**src/logic/gdc_pkg.sv**
```systemverilog
package gdc_pkg;

    // ----------------------------------------
    // Timing
    // ----------------------------------------
    localparam int CLK_PERIOD_NS  = 8;
    localparam int WATCHDOG_NS    = 5000;
    localparam int BOOST_NS       = 135;
    localparam int FILTER_NS      = 240;
    localparam int LINK_FAIL_NS   = 2000;
    localparam int READY_DELAY_NS = 1000;

    localparam int CNT_W = 16;
    localparam logic [CNT_W-1:0] WATCHDOG_CYC = CNT_W'(WATCHDOG_NS / CLK_PERIOD_NS);
    localparam logic [CNT_W-1:0] BOOST_CYC    =
        CNT_W'((BOOST_NS + CLK_PERIOD_NS - 1) / CLK_PERIOD_NS);
    localparam logic [CNT_W-1:0] FILTER_CYC   =
        CNT_W'((FILTER_NS + CLK_PERIOD_NS - 1) / CLK_PERIOD_NS);
    localparam logic [CNT_W-1:0] LINK_FAIL_CYC =
        CNT_W'((LINK_FAIL_NS + CLK_PERIOD_NS - 1) / CLK_PERIOD_NS);
    localparam logic [CNT_W-1:0] READY_CYC    =
        CNT_W'((READY_DELAY_NS + CLK_PERIOD_NS - 1) / CLK_PERIOD_NS);
    localparam logic [CNT_W-1:0] CNT_ONE      = 16'h0001;
    localparam logic [CNT_W-1:0] CNT_ZERO     = 16'h0000;

    // ----------------------------------------
    // Registers
    // ----------------------------------------
    localparam int ADDR_W = 4;
    localparam logic [ADDR_W-1:0] ADDR_SLOPE  = 4'h0;
    localparam logic [ADDR_W-1:0] ADDR_HOLD   = 4'h4;
    localparam logic [ADDR_W-1:0] ADDR_STATUS = 4'h8;

    localparam logic [3:0]  SLOPE_MIN   = 4'h1;
    localparam logic [3:0]  SLOPE_MAX   = 4'hb;
    localparam logic [3:0]  SLOPE_RESET = 4'ha;
    localparam logic [15:0] HOLD_RESET  = 16'h0010;

    localparam int STAT_STATE_LSB = 0;
    localparam int STAT_FAULT     = 4;
    localparam int STAT_PRIM_OK   = 5;
    localparam int STAT_SEC_OK    = 6;
    localparam int STAT_LINK_FAIL = 7;
    localparam int STAT_UV_IN     = 8;
    localparam int STAT_UV_OUT    = 9;

    // ----------------------------------------
    // Synchronised input positions
    // ----------------------------------------
    localparam int SYNC_N     = 9;
    localparam int IDX_PERMIT = 0;
    localparam int IDX_NONINV = 1;
    localparam int IDX_INV    = 2;
    localparam int IDX_PRIM   = 3;
    localparam int IDX_PAD    = 4;
    localparam int IDX_SEC    = 5;
    localparam int IDX_SAT    = 6;
    localparam int IDX_SHUNT  = 7;
    localparam int IDX_LINK   = 8;

    typedef enum logic [2:0] {
        ST_OFF,
        ST_BOOST,
        ST_ON,
        ST_TWO_STEP,
        ST_SOFT
    } gdc_state_type;

endpackage

```
**src/logic/gdc_gate_ctrl.sv**
```systemverilog
// Our own choices: the register addresses and the AHB-Lite register port.
`timescale 1ns/1ps
// Behaviour
// - Permit low starts soft turn-off regardless of command inputs.
// - Permit dominates commands; permit pulses shorter than filter time are ignored.
// - Permit shutdown with overcurrent gives soft off without fault indication.
// - Turn-on on noninv rise with inv low, or inv fall with noninv high.
// - Equal command levels give regular turn-off; soft only with simultaneous event.
// - Every turn-on boosts except turn-on from permit rise.
// - Fault cleared by permit low; output updates at next permit rise.
// - Fault indication is pull-down only, set by events, held until cleared.
// - Input undervoltage gives soft turn-off, output undervoltage hard; commands ignored until supplies recover.
// - Output supply loss forces hard sink; after recovery act on commands with boost.
// - Output supply loss drives hard and slow sink together, secondary ready low.
// - Input supply loss gives soft off, watchdog, primary ready low.
// - Primary ready high only with input supplies good and link up.
// - Secondary ready follows output supply and link after short delay.
// - Ready outputs are unlatched status needing no clearing.
// - Link failure for set duration drives slow and hard sink.
// - Every soft turn-off starts 5 us watchdog forcing hard sink.
// - Slope level selects one of 11 turn-on current levels.
// - Turn-off holds the reduced second level for the hold time.
module gdc_gate_ctrl
    import gdc_pkg::*;
(
    // Clock and reset
    input  wire logic        CLK_I,
    input  wire logic        RST_I,
    input  wire logic        CE_I,
    // AHB-Lite slave
    input  wire logic        HSEL_I,
    input  wire logic [31:0] HADDR_I,
    input  wire logic [1:0]  HTRANS_I,
    input  wire logic        HWRITE_I,
    input  wire logic [2:0]  HSIZE_I,
    input  wire logic [31:0] HWDATA_I,
    input  wire logic        HREADY_I,
    output logic      [31:0] HRDATA_O,
    output logic             HREADYOUT_O,
    output logic             HRESP_O,
    // Command and status pins
    input  wire logic        GATE_PERMIT_I,
    input  wire logic        NONINV_CMD_I,
    input  wire logic        INV_CMD_I,
    input  wire logic        PRIMARY_SUPPLY_OK_I,
    input  wire logic        LOGIC_PAD_SUPPLY_OK_I,
    input  wire logic        SECONDARY_SUPPLY_OK_I,
    input  wire logic        SAT_LOSS_EVENT_I,
    input  wire logic        SHUNT_OC_EVENT_I,
    input  wire logic        LINK_OK_I,
    // Gate drive outputs
    output logic             GATE_ON_O,
    output logic             BOOST_PHASE_O,
    output logic             TWO_STEP_O,
    output logic             SLOW_SINK_O,
    output logic             HARD_SINK_O,
    output logic      [3:0]  SLOPE_LEVEL_O,
    // Status outputs
    output logic             FAULT_N_O,
    output logic             FAULT_N_OE_O,
    output logic             PRIMARY_OK_O,
    output logic             SECONDARY_OK_O
);

    // ----------------------------------------
    // Input synchronisers
    // ----------------------------------------
    logic [SYNC_N-1:0] raw_in;
    logic [SYNC_N-1:0] sync1_reg;
    logic [SYNC_N-1:0] sync2_reg;

    assign raw_in = {LINK_OK_I, SHUNT_OC_EVENT_I, SAT_LOSS_EVENT_I, SECONDARY_SUPPLY_OK_I,
                     LOGIC_PAD_SUPPLY_OK_I, PRIMARY_SUPPLY_OK_I, INV_CMD_I, NONINV_CMD_I,
                     GATE_PERMIT_I};

    always_ff @(posedge CLK_I) begin
        if (RST_I) begin
            sync1_reg <= '0;
            sync2_reg <= '0;
        end else if (CE_I) begin
            sync1_reg <= raw_in;
            sync2_reg <= sync1_reg;
        end
    end

    logic permit_s;
    logic noninv_s;
    logic inv_s;
    logic prim_s;
    logic pad_s;
    logic sec_s;
    logic oc_event;
    logic link_s;

    assign permit_s = sync2_reg[IDX_PERMIT];
    assign noninv_s = sync2_reg[IDX_NONINV];
    assign inv_s    = sync2_reg[IDX_INV];
    assign prim_s   = sync2_reg[IDX_PRIM];
    assign pad_s    = sync2_reg[IDX_PAD];
    assign sec_s    = sync2_reg[IDX_SEC];
    assign oc_event = sync2_reg[IDX_SAT] | sync2_reg[IDX_SHUNT];
    assign link_s   = sync2_reg[IDX_LINK];

    // ----------------------------------------
    // Permit filter and edge history
    // ----------------------------------------
    logic             permit_f_reg;
    logic [CNT_W-1:0] filt_cnt_reg;
    logic             permit_d_reg;
    logic             noninv_d_reg;
    logic             inv_d_reg;
    logic             uv_d_reg;

    always_ff @(posedge CLK_I) begin
        if (RST_I) begin
            permit_f_reg <= 1'b0;
            filt_cnt_reg <= CNT_ZERO;
        end else if (CE_I) begin
            if (permit_s == permit_f_reg) begin
                filt_cnt_reg <= CNT_ZERO;
            end else if (filt_cnt_reg == FILTER_CYC - CNT_ONE) begin
                permit_f_reg <= permit_s;
                filt_cnt_reg <= CNT_ZERO;
            end else begin
                filt_cnt_reg <= filt_cnt_reg + CNT_ONE;
            end
        end
    end

    logic uv_in;
    logic uv_out;
    logic uv_any;

    assign uv_in  = ~prim_s | ~pad_s;
    assign uv_out = ~sec_s;
    assign uv_any = uv_in | uv_out;

    always_ff @(posedge CLK_I) begin
        if (RST_I) begin
            permit_d_reg <= 1'b0;
            noninv_d_reg <= 1'b0;
            inv_d_reg    <= 1'b0;
            uv_d_reg     <= 1'b1;
        end else if (CE_I) begin
            permit_d_reg <= permit_f_reg;
            noninv_d_reg <= noninv_s;
            inv_d_reg    <= inv_s;
            uv_d_reg     <= uv_any;
        end
    end

    logic permit_rise;
    logic cmd_on;
    logic cmd_turn_on;
    logic recover;

    assign permit_rise = permit_f_reg & ~permit_d_reg;
    assign cmd_on      = noninv_s & ~inv_s;
    assign cmd_turn_on = (noninv_s & ~noninv_d_reg & ~inv_s) | (~inv_s & inv_d_reg & noninv_s);
    assign recover     = uv_d_reg & ~uv_any;

    // ----------------------------------------
    // Link watchdog and ready delay
    // ----------------------------------------
    logic [CNT_W-1:0] link_cnt_reg;
    logic [CNT_W-1:0] ready_cnt_reg;
    logic             link_fail;
    logic             sec_ready;

    assign link_fail = (link_cnt_reg == LINK_FAIL_CYC);
    assign sec_ready = (ready_cnt_reg == READY_CYC);

    always_ff @(posedge CLK_I) begin
        if (RST_I) begin
            link_cnt_reg <= CNT_ZERO;
        end else if (CE_I) begin
            if (link_s) begin
                link_cnt_reg <= CNT_ZERO;
            end else if (!link_fail) begin
                link_cnt_reg <= link_cnt_reg + CNT_ONE;
            end
        end
    end

    always_ff @(posedge CLK_I) begin
        if (RST_I) begin
            ready_cnt_reg <= CNT_ZERO;
        end else if (CE_I) begin
            if (!(sec_s && link_s)) begin
                ready_cnt_reg <= CNT_ZERO;
            end else if (!sec_ready) begin
                ready_cnt_reg <= ready_cnt_reg + CNT_ONE;
            end
        end
    end

    logic hard_kill;
    assign hard_kill = uv_out | link_fail;

    // ----------------------------------------
    // Registers written by software
    // ----------------------------------------
    logic [3:0]  slope_reg;
    logic [15:0] hold_reg;

    // ----------------------------------------
    // Drive state machine
    // ----------------------------------------
    gdc_state_type    state_reg;
    gdc_state_type    state_next;
    logic [CNT_W-1:0] phase_cnt_reg;

    always_comb begin
        state_next = state_reg;
        case (state_reg)
            ST_OFF: begin
                if (!hard_kill && !uv_in && permit_f_reg) begin
                    if (permit_rise && cmd_on) begin
                        state_next = ST_ON;
                    end else if (cmd_turn_on || (recover && cmd_on)) begin
                        state_next = ST_BOOST;
                    end
                end
            end
            ST_BOOST, ST_ON: begin
                if (hard_kill || uv_in || !permit_f_reg) begin
                    state_next = ST_SOFT;
                end else if (state_reg == ST_ON && oc_event) begin
                    state_next = ST_SOFT;
                end else if (!cmd_on) begin
                    state_next = (hold_reg == CNT_ZERO) ? ST_OFF : ST_TWO_STEP;
                end else if (state_reg == ST_BOOST && phase_cnt_reg == BOOST_CYC - CNT_ONE) begin
                    state_next = ST_ON;
                end
            end
            ST_TWO_STEP: begin
                if (hard_kill || uv_in || !permit_f_reg || oc_event) begin
                    state_next = ST_SOFT;
                end else if (phase_cnt_reg == hold_reg - CNT_ONE) begin
                    state_next = ST_OFF;
                end
            end
            ST_SOFT: begin
                // Output supply loss ends soft phase
                if (phase_cnt_reg == WATCHDOG_CYC || uv_out) begin
                    state_next = ST_OFF;
                end
            end
            default: begin
                state_next = ST_OFF;
            end
        endcase
    end

    always_ff @(posedge CLK_I) begin
        if (RST_I) begin
            state_reg     <= ST_OFF;
            phase_cnt_reg <= CNT_ZERO;
        end else if (CE_I) begin
            state_reg     <= state_next;
            phase_cnt_reg <= (state_next != state_reg) ? CNT_ZERO : phase_cnt_reg + CNT_ONE;
        end
    end

    // ----------------------------------------
    // Gate drive outputs
    // ----------------------------------------
    logic hard_next;
    logic slow_next;

    // Watchdog and hard kill to hard sink
    assign hard_next = (state_next == ST_OFF) || (state_next == ST_TWO_STEP) || hard_kill
                    || (state_reg == ST_SOFT && phase_cnt_reg >= WATCHDOG_CYC - CNT_ONE);
    // Slow sink together with hard on output supply loss
    assign slow_next = (state_next == ST_SOFT) || hard_kill;

    always_ff @(posedge CLK_I) begin
        if (RST_I) begin
            GATE_ON_O     <= 1'b0;
            BOOST_PHASE_O <= 1'b0;
            TWO_STEP_O    <= 1'b0;
            SLOW_SINK_O   <= 1'b0;
            HARD_SINK_O   <= 1'b1;
            SLOPE_LEVEL_O <= SLOPE_RESET;
        end else if (CE_I) begin
            GATE_ON_O     <= (state_next == ST_BOOST) || (state_next == ST_ON);
            BOOST_PHASE_O <= (state_next == ST_BOOST);
            TWO_STEP_O    <= (state_next == ST_TWO_STEP);
            SLOW_SINK_O   <= slow_next;
            HARD_SINK_O   <= hard_next;
            SLOPE_LEVEL_O <= slope_reg;
        end
    end

    // ----------------------------------------
    // Fault latch
    // ----------------------------------------
    logic fault_reg;
    logic clear_arm_reg;
    logic fault_set;

    // No fault while permit is low
    assign fault_set = (state_reg == ST_ON) && oc_event && permit_f_reg;

    // Clear takes effect at permit rise
    always_ff @(posedge CLK_I) begin
        if (RST_I) begin
            fault_reg     <= 1'b0;
            clear_arm_reg <= 1'b0;
        end else if (CE_I) begin
            if (!permit_f_reg) begin
                clear_arm_reg <= 1'b1;
            end else if (permit_rise) begin
                clear_arm_reg <= 1'b0;
            end
            if (fault_set) begin
                fault_reg <= 1'b1;
            end else if (permit_rise && clear_arm_reg) begin
                fault_reg <= 1'b0;
            end
        end
    end

    always_ff @(posedge CLK_I) begin
        if (RST_I) begin
            FAULT_N_O    <= 1'b0;
            FAULT_N_OE_O <= 1'b0;
        end else if (CE_I) begin
            FAULT_N_O    <= 1'b0;
            FAULT_N_OE_O <= fault_set | (fault_reg & ~(permit_rise & clear_arm_reg));
        end
    end

    always_ff @(posedge CLK_I) begin
        if (RST_I) begin
            PRIMARY_OK_O   <= 1'b0;
            SECONDARY_OK_O <= 1'b0;
        end else if (CE_I) begin
            PRIMARY_OK_O   <= prim_s & pad_s & link_s;
            SECONDARY_OK_O <= sec_s & link_s & sec_ready;
        end
    end

    // ----------------------------------------
    // AHB-Lite slave
    // ----------------------------------------
    function automatic logic [31:0] read_word(input logic [ADDR_W-1:0] a);
        logic [31:0] w;
        w = 32'h0000_0000;
        case (a)
            ADDR_SLOPE: w[3:0]  = slope_reg;
            ADDR_HOLD:  w[15:0] = hold_reg;
            ADDR_STATUS: begin
                w[STAT_STATE_LSB +: 3] = state_reg;
                w[STAT_FAULT]          = fault_reg;
                w[STAT_PRIM_OK]        = PRIMARY_OK_O;
                w[STAT_SEC_OK]         = SECONDARY_OK_O;
                w[STAT_LINK_FAIL]      = link_fail;
                w[STAT_UV_IN]          = uv_in;
                w[STAT_UV_OUT]         = uv_out;
            end
            default: w = 32'h0000_0000;
        endcase
        return w;
    endfunction

    logic              taken;
    logic              wr_pend_reg;
    logic [ADDR_W-1:0] wr_addr_reg;

    assign taken = HSEL_I && HTRANS_I[1] && HREADY_I;

    always_ff @(posedge CLK_I) begin
        if (RST_I) begin
            wr_pend_reg <= 1'b0;
            wr_addr_reg <= '0;
            HRDATA_O    <= 32'h0000_0000;
            HREADYOUT_O <= 1'b1;
            HRESP_O     <= 1'b0;
        end else if (CE_I) begin
            HREADYOUT_O <= 1'b1;
            HRESP_O     <= 1'b0;
            if (HREADY_I) begin
                wr_pend_reg <= taken && HWRITE_I;
                wr_addr_reg <= HADDR_I[ADDR_W-1:0];
            end
            if (taken && !HWRITE_I) begin
                HRDATA_O <= read_word(HADDR_I[ADDR_W-1:0]);
            end
        end
    end

    always_ff @(posedge CLK_I) begin
        if (RST_I) begin
            slope_reg <= SLOPE_RESET;
            hold_reg  <= HOLD_RESET;
        end else if (CE_I && wr_pend_reg) begin
            if (wr_addr_reg == ADDR_SLOPE) begin
                if (HWDATA_I[3:0] < SLOPE_MIN) begin
                    slope_reg <= SLOPE_MIN;
                end else if (HWDATA_I[3:0] > SLOPE_MAX) begin
                    slope_reg <= SLOPE_MAX;
                end else begin
                    slope_reg <= HWDATA_I[3:0];
                end
            end
            if (wr_addr_reg == ADDR_HOLD) begin
                hold_reg <= HWDATA_I[15:0];
            end
        end
    end
endmodule

```
**config.mk**
```make
export PLATFORM = sky130hd
export DESIGN_NAME = gdc_gate_ctrl
export DESIGN_NICKNAME = d
export VERILOG_FILES = /design/src/logic/gdc_pkg.sv /design/src/logic/gdc_gate_ctrl.sv
export SDC_FILE = /design/constraint.sdc
export NUM_CORES = 1
export LEC_CHECK = 0
export BUFFER_PORTS_ARGS = -buffer_cell sky130_fd_sc_hd__buf_2
export CORE_MARGIN = 5
export CORE_UTILIZATION = 60
export DETAILED_ROUTE_END_ITERATION = 6
export PLACE_DENSITY = 0.95
export SETUP_SLACK_MARGIN = 0.3
export SLEW_MARGIN = 40
export SYNTH_ARGS = -nofsm -noshare
export SYNTH_HDL_FRONTEND = slang
export SYNTH_SLANG_ARGS = --single-unit
```
**constraint.sdc**
```tcl
create_clock -name CLK_I -period 5.11 [get_ports CLK_I]
set_input_delay 0.511 -clock CLK_I [delete_from_list [all_inputs] [get_ports CLK_I]]
set_output_delay 0.511 -clock CLK_I [all_outputs]
set_load 0.01 [all_outputs]
```
After elaboration in Yosys (flattened, before gate mapping)

Cells that the tools add are included.

Output and inout port bits: 47
Input bits: 84
Register bits: 145

Bitwise logic cells: 28
Equality and inequality tests: 22
Reductions and logical operators: 45
Add/subtract/negate cells: 5
Magnitude comparators: 3
Muxes and demuxes: 29

Operator list:

| kind                  | number |
|---|---|
| $mux 16               | 7 |
| $add 16x1->16 const B | 4 |
| $eq 16x5->1 const B   | 2 |
| $mux 3                | 10 |
| $eq 16x10->1 const B  | 1 |
| $eq 16x16->1          | 1 |
| $eq 16x7->1 const B   | 1 |
| $eq 16x8->1 const B   | 1 |
| $ge 16x10->1 const B  | 1 |
| $logic_not 16->1      | 1 |
| $reduce_and 2->1      | 8 |
| $sub 16x1->16 const B | 1 |
| $logic_and 1x1->1     | 15 |
| $and 1x1->1           | 13 |
| $eq 3x2->1 const B    | 4 |
| $pmux 3 s4            | 1 |
| $pmux 6 s2            | 1 |
| $logic_or 1x1->1      | 10 |
| $not 1->1             | 9 |
| $pmux 3 s3            | 1 |
| $eq 4x3->1 const B    | 2 |
| $logic_not 4->1       | 2 |
| $mux 4                | 2 |
| $eq 3x1->1 const B    | 2 |
| other kinds (18)      | 32 |

Logic depth before layout (Yosys ltp)

Gate-level depths: netlist of run 1.

Depth after elaboration: 15
Depth in mapped cells: 13

Worst setup path after synthesis of run 1

OpenSTA, ideal clock, no wires.

Path type: register to register
From: reg hold_reg[0]
To: reg phase_cnt_reg[6]
Path slack: 2.225 ns
Cell stages (with the launch flop): 14
Required time: 4.995 ns
Setup time: 0.115 ns
Data arrival time: 2.770 ns
Clock period less this slack: 2.885 ns
Cell sequence: dfxtp_1 > clkbuf_1 > inv_1 > ha_1 > clkbuf_1 > nand2b_1 > or4_4 > nor4_1 > a211oi_1 > nor4_2 > a31oi_1 > o21ai_4 > buf_6 > nor2_2

Longest elaborated chain between the ends: 8

RTL lines:

| element                                               | RTL line             | RTL |
|---|---|---|
| start, declared                                       | gdc_gate_ctrl.sv:204 | `logic [15:0] hold_reg;` |
| start signal, assigned                                | gdc_gate_ctrl.sv:408 | `hold_reg <= HWDATA_I[15:0];` |
| branches (longest 5 deep; another with $sub 16x1->16) | --                   |  |
| $pmux 3 s4 *                                          | gdc_gate_ctrl.sv:215 | `case (state_reg)` |
| $ne 3x3->1 *                                          | gdc_gate_ctrl.sv:261 | `phase_cnt_reg <= (state_next != state_reg) ? CNT_ZERO : phase_cnt_reg + CNT_ONE;` |
| $mux 16 *                                             | gdc_gate_ctrl.sv:261 |  |
| end signal, assigned                                  | gdc_gate_ctrl.sv:261 |  |
| end, declared                                         | gdc_gate_ctrl.sv:211 | `logic [CNT_W-1:0] phase_cnt_reg;` |

Mark *: on every way between the ends.
A chain may end at the register's enable or synchronous reset.

Worst setup path in the final report of run 1

From: reg hold_reg[0]
To: reg phase_cnt_reg[3]

The elaborated chain is that of the path after synthesis.

==> flow_summary.ini, run 1 <==
[clock_network]
cts_resized = 0
clk_pin_slew_ns = 0.06
cts_hold_buf = 0
cts-root-to-sink-buffers = 2
clock_latency_ns = 0.43
cts_made_buffers = 17
clock-root-buffer = sky130_fd_sc_hd__clkbuf_16
cts_tree = yes
postCtsSetupBuffers = 0
h-tree-depth = 4
clock_sink_count = 145

[global_route]
grt.overflow.total = 0
grt_start_max_net_pins = 103
grt_pass1_wl_um = 29300
via_count_of_the_first_global_routing_pass = 6045
gr-usage-all-layers_pct = 24.8
number_of_antenna_violations_at_the_first_check_in_global_routing = 0

[drt]
total_wire_length_um = 17800
drc = 0
wire_per_inst_um = 16.7
drt_iter0_drc = 652
routed-via-count = 6448
drt_pre_antenna_iters = 6
drt-vias-per-instance = 6.05
ant_nets = 0

[die]
fp.dieArea_um2 = 14400
dieWidth_um = 120
num_io_pins = 131
placement_rows = 40
dieHeight_um = 120
coreArea_um2 = 12000
initial_core_util_pct = 60.9

[synth]
synth-seq-area-share_pct = 39.8
post_synth_instance_area_um2 = 7290
ys_async_sr_fraction_pct = 0
synth.lib_cells_used.distinct = 63
yosys_warnings = 0
synthesis.instances = 880
synth-main-ff-cell = sky130_fd_sc_hd__dfxtp_1
synth-edff-count = 0
yosys_register_bits = 145
synth.avg_cell_area_um2 = 8.28

[sta]
timing.final.crit_share_pct = 63.6
timing_hold_violations_final = 0
fin_tns_setup_ns = 0
final_max_slew_viol_count = 0
rsz_0062_raised_after_global_routing = false
tmin_final_ns = 3.25
final.setup.worst_slack_ns = 1.86
clock.fmax_ghz = 0.308
pin_slew_with_the_least_headroom_to_its_limit_ns = 0.817
skew_final_ns = 0.0102
setup_viol = 0
timing.slew.headroom_pct = 45.1

[placement]
gp_congestion = 0.947
placed_cells = 1033
placed_cell_area_um2 = 7480
port_buffers = 63
dp_hpwl_um = 11700
dp_slack_ns = 1.92

[setup_path]
reg_to_reg_startpoint = hold_reg[0]
top_family_by_delay_on_critical_path = simple AND/OR/NAND/NOR gates
worst_ep_required_time_ns = 5.41
critical_path.cell_chain = inv_1 > ha_1 > nand2b_1 > or4_4 > nor4_1 > a211oi_1 > nor4_2 > a21oi_2 > o21ai_4 > nor2_1
reg2reg_depth = 10
setup.reg_to_reg.worst_slack_ns = 1.86
timing.rr.end = phase_cnt_reg[3]
worst-path-max-fanout = 16
startpoint_class_of_the_critical_path = register
critPathCaptureType = register
worst_path_max_delay_cell = sky130_fd_sc_hd__or4_4
cpPeakStageDelay_ns = 0.53
timing.critical_path.from = hold_reg[0]
crit_arrival_ns = 3.55
path_class = reg -> reg
critical_path_buf_inv_count = 1

[final_layout]
finish.cell_count_without_fillers = 1065
antennaDiodeCount = 0
num-nets-final = 999
mostFrequentLayoutCell = sky130_fd_sc_hd__nor2_1
layout_common_cells = 150 x sky130_fd_sc_hd__nor2_1, 145 x sky130_fd_sc_hd__dfxtp_1, 62 x sky130_fd_sc_hd__buf_2
final_layout_size_suffix_gt1_share_pct = 13.4
synth_to_layout_area_growth_pct = 12.0
stdcell_area_um2 = 8160

[power]
share_comb_of_total_power_pct = 5.0
p_leak_nw = 3.32
power.internal_mw = 2.09
share_seq_of_total_power_pct = 43.5
switching_pwr_mw = 0.599
switching_share_pct = 22.3
max-vdd-ir-drop_mv = 0.244
pwr-share-clk_pct = 51.5
power_mw = 2.69
power.density_cell_area_nw_per_um2 = 329

[outcome]
run_status = completed

[hold_path]
hold_path_depth = 3
hold_class = in -> reg
hold_path_startpoint = GATE_PERMIT_I
hold-path-endpoint = sync1_reg[0]

[flow_run]
max-cap-violations = 0
-- Yosys cell counts, types with 4 or more instances --
cell type                  count  area share [%]
sky130_fd_sc_hd__or4_1         5            0.52
sky130_fd_sc_hd__nor4_1       16             1.4
sky130_fd_sc_hd__xor2_1       35             4.2
sky130_fd_sc_hd__a211o_1       7            0.84
sky130_fd_sc_hd__nor3_1       22             1.5
sky130_fd_sc_hd__a22oi_1      12             1.2
sky130_fd_sc_hd__nand2b_1      7            0.60
sky130_fd_sc_hd__nor2b_1       9            0.77
sky130_fd_sc_hd__nand2_1      59             3.0
sky130_fd_sc_hd__buf_6         4            0.62
sky130_fd_sc_hd__nand4_1      22             1.9
sky130_fd_sc_hd__a311oi_1      4            0.48
sky130_fd_sc_hd__ha_1         10             1.7
sky130_fd_sc_hd__nor3b_1       9            0.93
sky130_fd_sc_hd__a21oi_1      38             2.6
sky130_fd_sc_hd__inv_1        18            0.93
sky130_fd_sc_hd__clkbuf_1     47             2.4
sky130_fd_sc_hd__a221oi_1      5            0.60
sky130_fd_sc_hd__mux2i_1      47             6.5
sky130_fd_sc_hd__a211oi_1      7            0.72
sky130_fd_sc_hd__and3_1       19             1.6
sky130_fd_sc_hd__o21ai_0      30             2.1
sky130_fd_sc_hd__nor2_2       10            0.86
sky130_fd_sc_hd__xnor2_1      24             2.9
sky130_fd_sc_hd__buf_4        19             2.0
sky130_fd_sc_hd__nand3_1      29             2.0
sky130_fd_sc_hd__nor4b_1       4            0.48
sky130_fd_sc_hd__or3_1         7            0.60
sky130_fd_sc_hd__dfxtp_1     145              40
sky130_fd_sc_hd__nor2_1      151             7.8
-- tightest hold or removal path, stage by stage --
cell                      delay (ns)
sky130_fd_sc_hd__buf_2          0.07
sky130_fd_sc_hd__mux2i_1        0.06
sky130_fd_sc_hd__nor2_1         0.07
-- cells by family (layout without fill, tap and decap cells) --
family / count (synthesis) / count (layout) / synth area share [%]
fa+ha+maj: 10 / 10 / 1.72
simple gates: 386 / 386 / 26.0
other cells: 2 / 19 / 0.103
flops: 145 / 145 / 39.8
mux: 48 / 48 / 6.61
xor+xnor: 59 / 59 / 7.09
compound gates: 137 / 137 / 12.4
buf+inv: 93 / 114 / 6.23
-- power groups by stage --
stage	clock, mW	sequential (mW)	combinational, mW
2_1_floorplan	0	1.18	0.108
3_3_place_gp	0	1.19	0.125
3_5_place_dp	0	1.19	0.129
4_1_cts	1.39	1.17	0.132
5_1_grt	1.44	1.17	0.147
6_report	1.38	1.17	0.134
-- worst max path at each step --
stage	to	slack (ns)	depth (start not counted)
after floorplan	phase_cnt_reg[6]	2.22	13
after global placement	phase_cnt_reg[1]	1.98	8
after detailed placement	phase_cnt_reg[3]	1.92	10
after CTS	phase_cnt_reg[3]	1.92	8
after global routing	phase_cnt_reg[3]	1.61	10
final	phase_cnt_reg[3]	1.86	10
-- stage by stage --
step / hold slack (ns) / util, %
2_1_floorplan: 0.436 / -
3_3_place_gp: 0.443 / 62.5
3_5_place_dp: 0.449 / 62.6
4_1_cts: 0.305 / 68.1
5_1_grt: 0.325 / 68.2
6_report: 0.318 / 68.2
-- metal layers --
layer	wire length (um)	track usage [%]
met5	0	0
met3	1500	5.80
met2	8510	40.5
met4	439	11.3
met1	7380	31.2
-- final cells by class --
class                      count  area [um^2]
inverter                      18         67.6
sequential                   145         2900
fill                         881         3800
multi-input combinational    659         4020
clock buffer                  19          453
timing repair buffer          64          329
clock inverter                13          208
tap                          147          184
Power figures use the tool's default switching activity.
==> run 2: changes to the inputs <==
Settings changed: CORE_UTILIZATION 60 to 56, PLACE_DENSITY 0.95 to 0.91.
Clock period 5.11 ns to 3 ns, I/O delays scaled along.
==> run 2 against run 1 <==
  * Setup slack lost 1.8 ns
  * Design area grew 3.8%
  * Clock skew grew 0.0047 ns
  * Critical endpoint is now phase_cnt_reg[10]
  * Largest cell class unchanged
  * Via count grew 5.0%
  * Power grew 69%
  * Flip-flop and latch count is the same
==> flow_summary.ini, run 2 (synthesis results as in run 1) <==
[final_layout]
synth_to_layout_area_growth_pct = 16.2
mostFrequentLayoutCell = sky130_fd_sc_hd__nor2_1
layout.filler_cells = 976
final_layout_size_suffix_gt1_share_pct = 16.5
layout_common_cells = 149 x sky130_fd_sc_hd__nor2_1, 144 x sky130_fd_sc_hd__dfxtp_1, 62 x sky130_fd_sc_hd__buf_2
num-nets-final = 1026
antennaDiodeCount = 0
finish.cell_count_without_fillers = 1117

[clock_network]
h-tree-depth = 4
cts-root-to-sink-buffers = 2
cts_made_buffers = 17
clock_sink_count = 145
cts_hold_buf = 0
clock_latency_ns = 0.43
cts_tree = yes
clock-root-buffer = sky130_fd_sc_hd__clkbuf_16
clk_pin_slew_ns = 0.06

[setup_path]
critPathCaptureType = register
path_class = reg -> reg
worst-path-max-fanout = 16
startpoint_class_of_the_critical_path = register
worst_ep_required_time_ns = 3.30
crit_arrival_ns = 3.25

[sta]
timing_hold_violations_final = 0
pin_slew_with_the_least_headroom_to_its_limit_ns = 0.790
final_max_slew_viol_count = 0
rsz_0062_raised_after_global_routing = true
timing.final.crit_share_pct = 98.3
timing.slew.headroom_pct = 46.0
fin_tns_setup_ns = 0
final.setup.worst_slack_ns = 0.0496
setup_viol = 0
clock.fmax_ghz = 0.339
fin_worst_hold_slack_ns = 0.103
skew_final_ns = 0.0149
tmin_final_ns = 2.95

[global_route]
number_of_antenna_violations_at_the_first_check_in_global_routing = 0
via_count_of_the_first_global_routing_pass = 6441
grt_pass1_wl_um = 30600
grt_start_max_net_pins = 65
gr-usage-all-layers_pct = 24.8
grt.overflow.total = 0

[power]
p_leak_nw = 3.47
pwr-share-clk_pct = 51.0
switching_share_pct = 22.4
share_comb_of_total_power_pct = 5.3
power.internal_mw = 3.53
share_seq_of_total_power_pct = 43.7
switching_pwr_mw = 1.02
max-vdd-ir-drop_mv = 0.463
power_mw = 4.55
power.density_cell_area_nw_per_um2 = 537

[die]
placement_rows = 41
dieHeight_um = 124
num_io_pins = 131
fp.dieArea_um2 = 15400
dieWidth_um = 124
initial_core_util_pct = 57.5
coreArea_um2 = 12700

[placement]
dp_slack_ns = 0.0158
placed_cells = 1083
gp_congestion = 0.872
port_buffers = 63
dp_hpwl_um = 12100

[outcome]
run_status = completed

[drt]
wire_per_inst_um = 17.1
ant_nets = 0
routed-via-count = 6772
drc = 0
drt-vias-per-instance = 6.06
total_wire_length_um = 19100
drt_pre_antenna_iters = 6
drt_iter0_drc = 707

[hold_path]
hold_class = in -> reg

[flow_run]
max-cap-violations = 0
[run 2: changes by cell type in the layout (fill, tap and decap cells not counted), sizes merged]
| cell | change |
|---|---|
| buf | +27 |
| clkbuf | +2 |
| clkinv | -2 |
| inv | +2 |
| bufinv | -1 |
| clkinvlp | -1 |
[run 2: final cells by class]
type / instances / area [um^2] / area share (%)
Multi-Input combinational cell: 659 / 4080 / 48.1
Inverter: 18 / 67.6 / 0.798
Timing Repair Buffer: 91 / 552 / 6.51
Clock buffer: 21 / 480 / 5.67
Sequential cell: 145 / 2900 / 34.3
Tap cell: 172 / 215 / 2.54
Clock inverter: 11 / 174 / 2.05
[run 2: critical path: stages, from the launching register on]
cell and delay (ns):
sky130_fd_sc_hd__dfxtp_2 0.32, sky130_fd_sc_hd__or4_4 0.54, sky130_fd_sc_hd__or4_4 0.57, sky130_fd_sc_hd__buf_6 0.14
sky130_fd_sc_hd__nor4_4 0.18, sky130_fd_sc_hd__a211oi_4 0.09, sky130_fd_sc_hd__nor4_4 0.39, sky130_fd_sc_hd__a31oi_2 0.17
sky130_fd_sc_hd__o21ai_4 0.19, sky130_fd_sc_hd__buf_12 0.17, sky130_fd_sc_hd__a211oi_1 0.05
[run 2: stage by stage]
step	area [um^2]	util [%]
final	8470	66.9
after global routing	8470	66.9
after CTS	8450	66.7
after detailed placement	7710	60.9
after global placement	7710	60.9
after floorplan	7360	-
[run 2: metal layers]
metal	routed length, um	part of all wire, %	track usage [%]
met3	1250	6.5	5.18
met5	0	0	0
met1	7550	40	29.3
met4	571	3.0	11.3
met2	9710	51	43.1
[run 2: path summary, 6_finish.rpt]
kind                         start  cells past startpoint                end  slack, ns
setup / recovery       hold_reg[2]                     10  phase_cnt_reg[10]       0.05
hold / removal    SAT_LOSS_EVENT_I                      3       sync1_reg[6]       0.10
setup reg to reg       hold_reg[2]                     10  phase_cnt_reg[10]       0.05
hold reg to reg        HRDATA_O[7]                      2        HRDATA_O[7]       0.46
[run 2: power groups by stage]
stage / Sequential [mW] / Combinational (mW) / Clock, mW
final: 1.99 / 0.242 / 2.32
after global routing: 1.99 / 0.266 / 2.42
after CTS: 1.99 / 0.238 / 2.33
after detailed placement: 2.03 / 0.232 / 0
after global placement: 2.02 / 0.225 / 0
after floorplan: 2.02 / 0.184 / 0
[run 2: what timing repair did]
item | in CTS | in global routing
setup buffers | 2 | 0
setup endpoints to repair | 19 | 22
pin swaps | 5 | 4
resized for setup | 14 | 7
==> run 3: changes to the inputs <==
Settings changed: BUFFER_PORTS_ARGS -buffer_cell sky130_fd_sc_hd__buf_2 to -buffer_cell sky130_fd_sc_hd__buf_4.
==> run 3 against run 2 <==
  * Sequential power about the same
  * Critical path type unchanged
  * Register-to-register slack gained 0.08 ns
  * Die area stayed put
  * Global-route usage decreased by 0.77 points
  * Clock power hardly changed
  * Flip-flop and latch count unchanged
  * Final cell count about the same
==> flow_summary.ini, run 3 (synthesis results as in run 1) <==
[placement]
placed_cell_area_um2 = 7880
dp_slack_ns = -0.0137
dp_hpwl_um = 11900
port_buffers = 63
placed_cells = 1085
gp_congestion = 0.956

[setup_path]
worst-path-max-fanout = 10
reg2reg_depth = 10
critPathCaptureType = register
top_family_by_delay_on_critical_path = compound AO/OA/AOI/OAI gates
worst_ep_required_time_ns = 3.34
critical_path.cell_chain = or4_4 > buf_4 > or4_1 > o21ai_1 > a211oi_2 > o21a_1 > a21oi_1 > o21ai_4 > buf_12 > a211oi_1
path_class = reg -> reg
cpPeakStageDelay_ns = 0.54
crit_arrival_ns = 3.22
startpoint_class_of_the_critical_path = register
worst_path_max_delay_cell = sky130_fd_sc_hd__or4_4
cp.depth = 10
critical_path_buf_inv_count = 2

[final_layout]
sequential_cell_area_um2 = 2900
antennaDiodeCount = 0
mostFrequentLayoutCell = sky130_fd_sc_hd__nor2_1
stdcell_area_um2 = 8610
num-nets-final = 1027
synth_to_layout_area_growth_pct = 18.1
layout.filler_cells = 983
final_layout_size_suffix_gt1_share_pct = 16.3
finish.cell_count_without_fillers = 1118
total_area_of_multi_input_combinational_cells_um2 = 4070
layout_common_cells = 150 x sky130_fd_sc_hd__nor2_1, 145 x sky130_fd_sc_hd__dfxtp_1, 90 x sky130_fd_sc_hd__buf_4

[die]
dieWidth_um = 124
coreArea_um2 = 12700
dieHeight_um = 124
initial_core_util_pct = 57.5
placement_rows = 41
fp.dieArea_um2 = 15400
num_io_pins = 131

[hold_path]
hold_path_depth = 3
hold_class = in -> reg

[flow_run]
max-cap-violations = 0

[drt]
total_wire_length_um = 18000
wire_per_inst_um = 16.1
drt-vias-per-instance = 5.90
ant_nets = 0
drt_iter0_drc = 686
drt_pre_antenna_iters = 5
routed-via-count = 6599
drc = 0

[sta]
timing_hold_violations_final = 0
skew_final_ns = 0.00742
rsz_0062_raised_after_global_routing = true
clock.fmax_ghz = 0.348
setup_viol = 0
fin_worst_hold_slack_ns = 0.103
pin_slew_with_the_least_headroom_to_its_limit_ns = 0.810
final_max_slew_viol_count = 0
timing.slew.headroom_pct = 45.5
tmin_final_ns = 2.87
timing.final.crit_share_pct = 95.8
final.setup.worst_slack_ns = 0.125

[power]
share_seq_of_total_power_pct = 43.6
power_mw = 4.55
pwr-share-clk_pct = 50.6
share_comb_of_total_power_pct = 5.8
max-vdd-ir-drop_mv = 0.432
p_leak_nw = 3.48
switching_pwr_mw = 1.01
power.internal_mw = 3.54
switching_share_pct = 22.2
power.density_cell_area_nw_per_um2 = 528

[global_route]
via_count_of_the_first_global_routing_pass = 6334
grt.overflow.total = 0
number_of_antenna_violations_at_the_first_check_in_global_routing = 0
grt_pass1_wl_um = 29500
grt_start_max_net_pins = 58
gr-usage-all-layers_pct = 24.0

[clock_network]
clk_pin_slew_ns = 0.06
cts-root-to-sink-buffers = 2
clock-root-buffer = sky130_fd_sc_hd__clkbuf_16
clock_sink_count = 145
h-tree-depth = 4
cts_made_buffers = 17
cts_tree = yes
cts_hold_buf = 0
clock_latency_ns = 0.43

[outcome]
run_status = completed
==> run 3: cell count changes in the layout (fill, tap and decap cells not counted), moves of 2 or more <==
| cell | before | now |
|---|---|---|
| sky130_fd_sc_hd__buf_2 | 62 | 0 |
| sky130_fd_sc_hd__buf_4 | 25 | 90 |
| sky130_fd_sc_hd__buf_6 | 3 | 1 |
| sky130_fd_sc_hd__clkbuf_1 | 0 | 2 |
| sky130_fd_sc_hd__clkbuf_8 | 4 | 0 |
| sky130_fd_sc_hd__clkinv_4 | 0 | 3 |
| sky130_fd_sc_hd__inv_6 | 3 | 0 |
| sky130_fd_sc_hd__mux2i_2 | 0 | 2 |
==> run 3: worst paths after layout <==
path,from,end,slack (ns)
worst max register to register,hold_reg[2],phase_cnt_reg[10],0.13
worst min-delay path,HWDATA_I[10],hold_reg[10],0.10
worst max-delay path,hold_reg[2],phase_cnt_reg[10],0.13
worst min register to register,HRDATA_O[7],HRDATA_O[7],0.45
==> run 3: routing by layer <==
metal	global-route usage, %	up-vias	share of wire [%]
li1	-	3145	-
met1	29.3	3152	41
met2	40.6	252	49
met3	5.90	50	6.9
met4	9.79	0	2.3
met5	0	-	0
==> run 3: through the flow <==
stage	setup TNS [ns]	utilization, %
6_report	0	67.9
5_1_grt	0	67.9
4_1_cts	0	67.8
3_5_place_dp	-0.0137	62.2
3_3_place_gp	0	62.2
2_1_floorplan	0	-
==> run 3: power by group through the flow <==
stage               Combinational (mW)  Clock (mW)  Sequential, mW
floorplan                        0.184           0            2.02
global placement                 0.244           0            2.02
detailed placement               0.251           0            2.02
CTS                              0.256        2.31            1.98
global route                     0.288        2.40            1.99
finish                           0.262        2.30            1.98
==> run 3: layout make-up <==
cell class                      instances  share of cell area (%)
Inverter                               18                   0.785
Tap cell                              172                    2.50
Clock buffer                           19                    5.03
Timing Repair Buffer                   92                    8.21
Clock inverter                         13                    2.46
Sequential cell                       145                    33.7
Multi-Input combinational cell        659                    47.3
==> run 3: tightest hold or removal path, delay by kind of cell <==
kind | cells | cell delay [ns]
buf+inv | 1 | 0.08
simple gates | 1 | 0.07
mux | 1 | 0.05
==> run 3: what timing repair did <==
action / 4_1_cts / 5_1_grt
setup endpoints to repair: 19 / 19
pin swaps: 5 / 0
resized for setup: 12 / 4
buffers inserted: 1 / 0
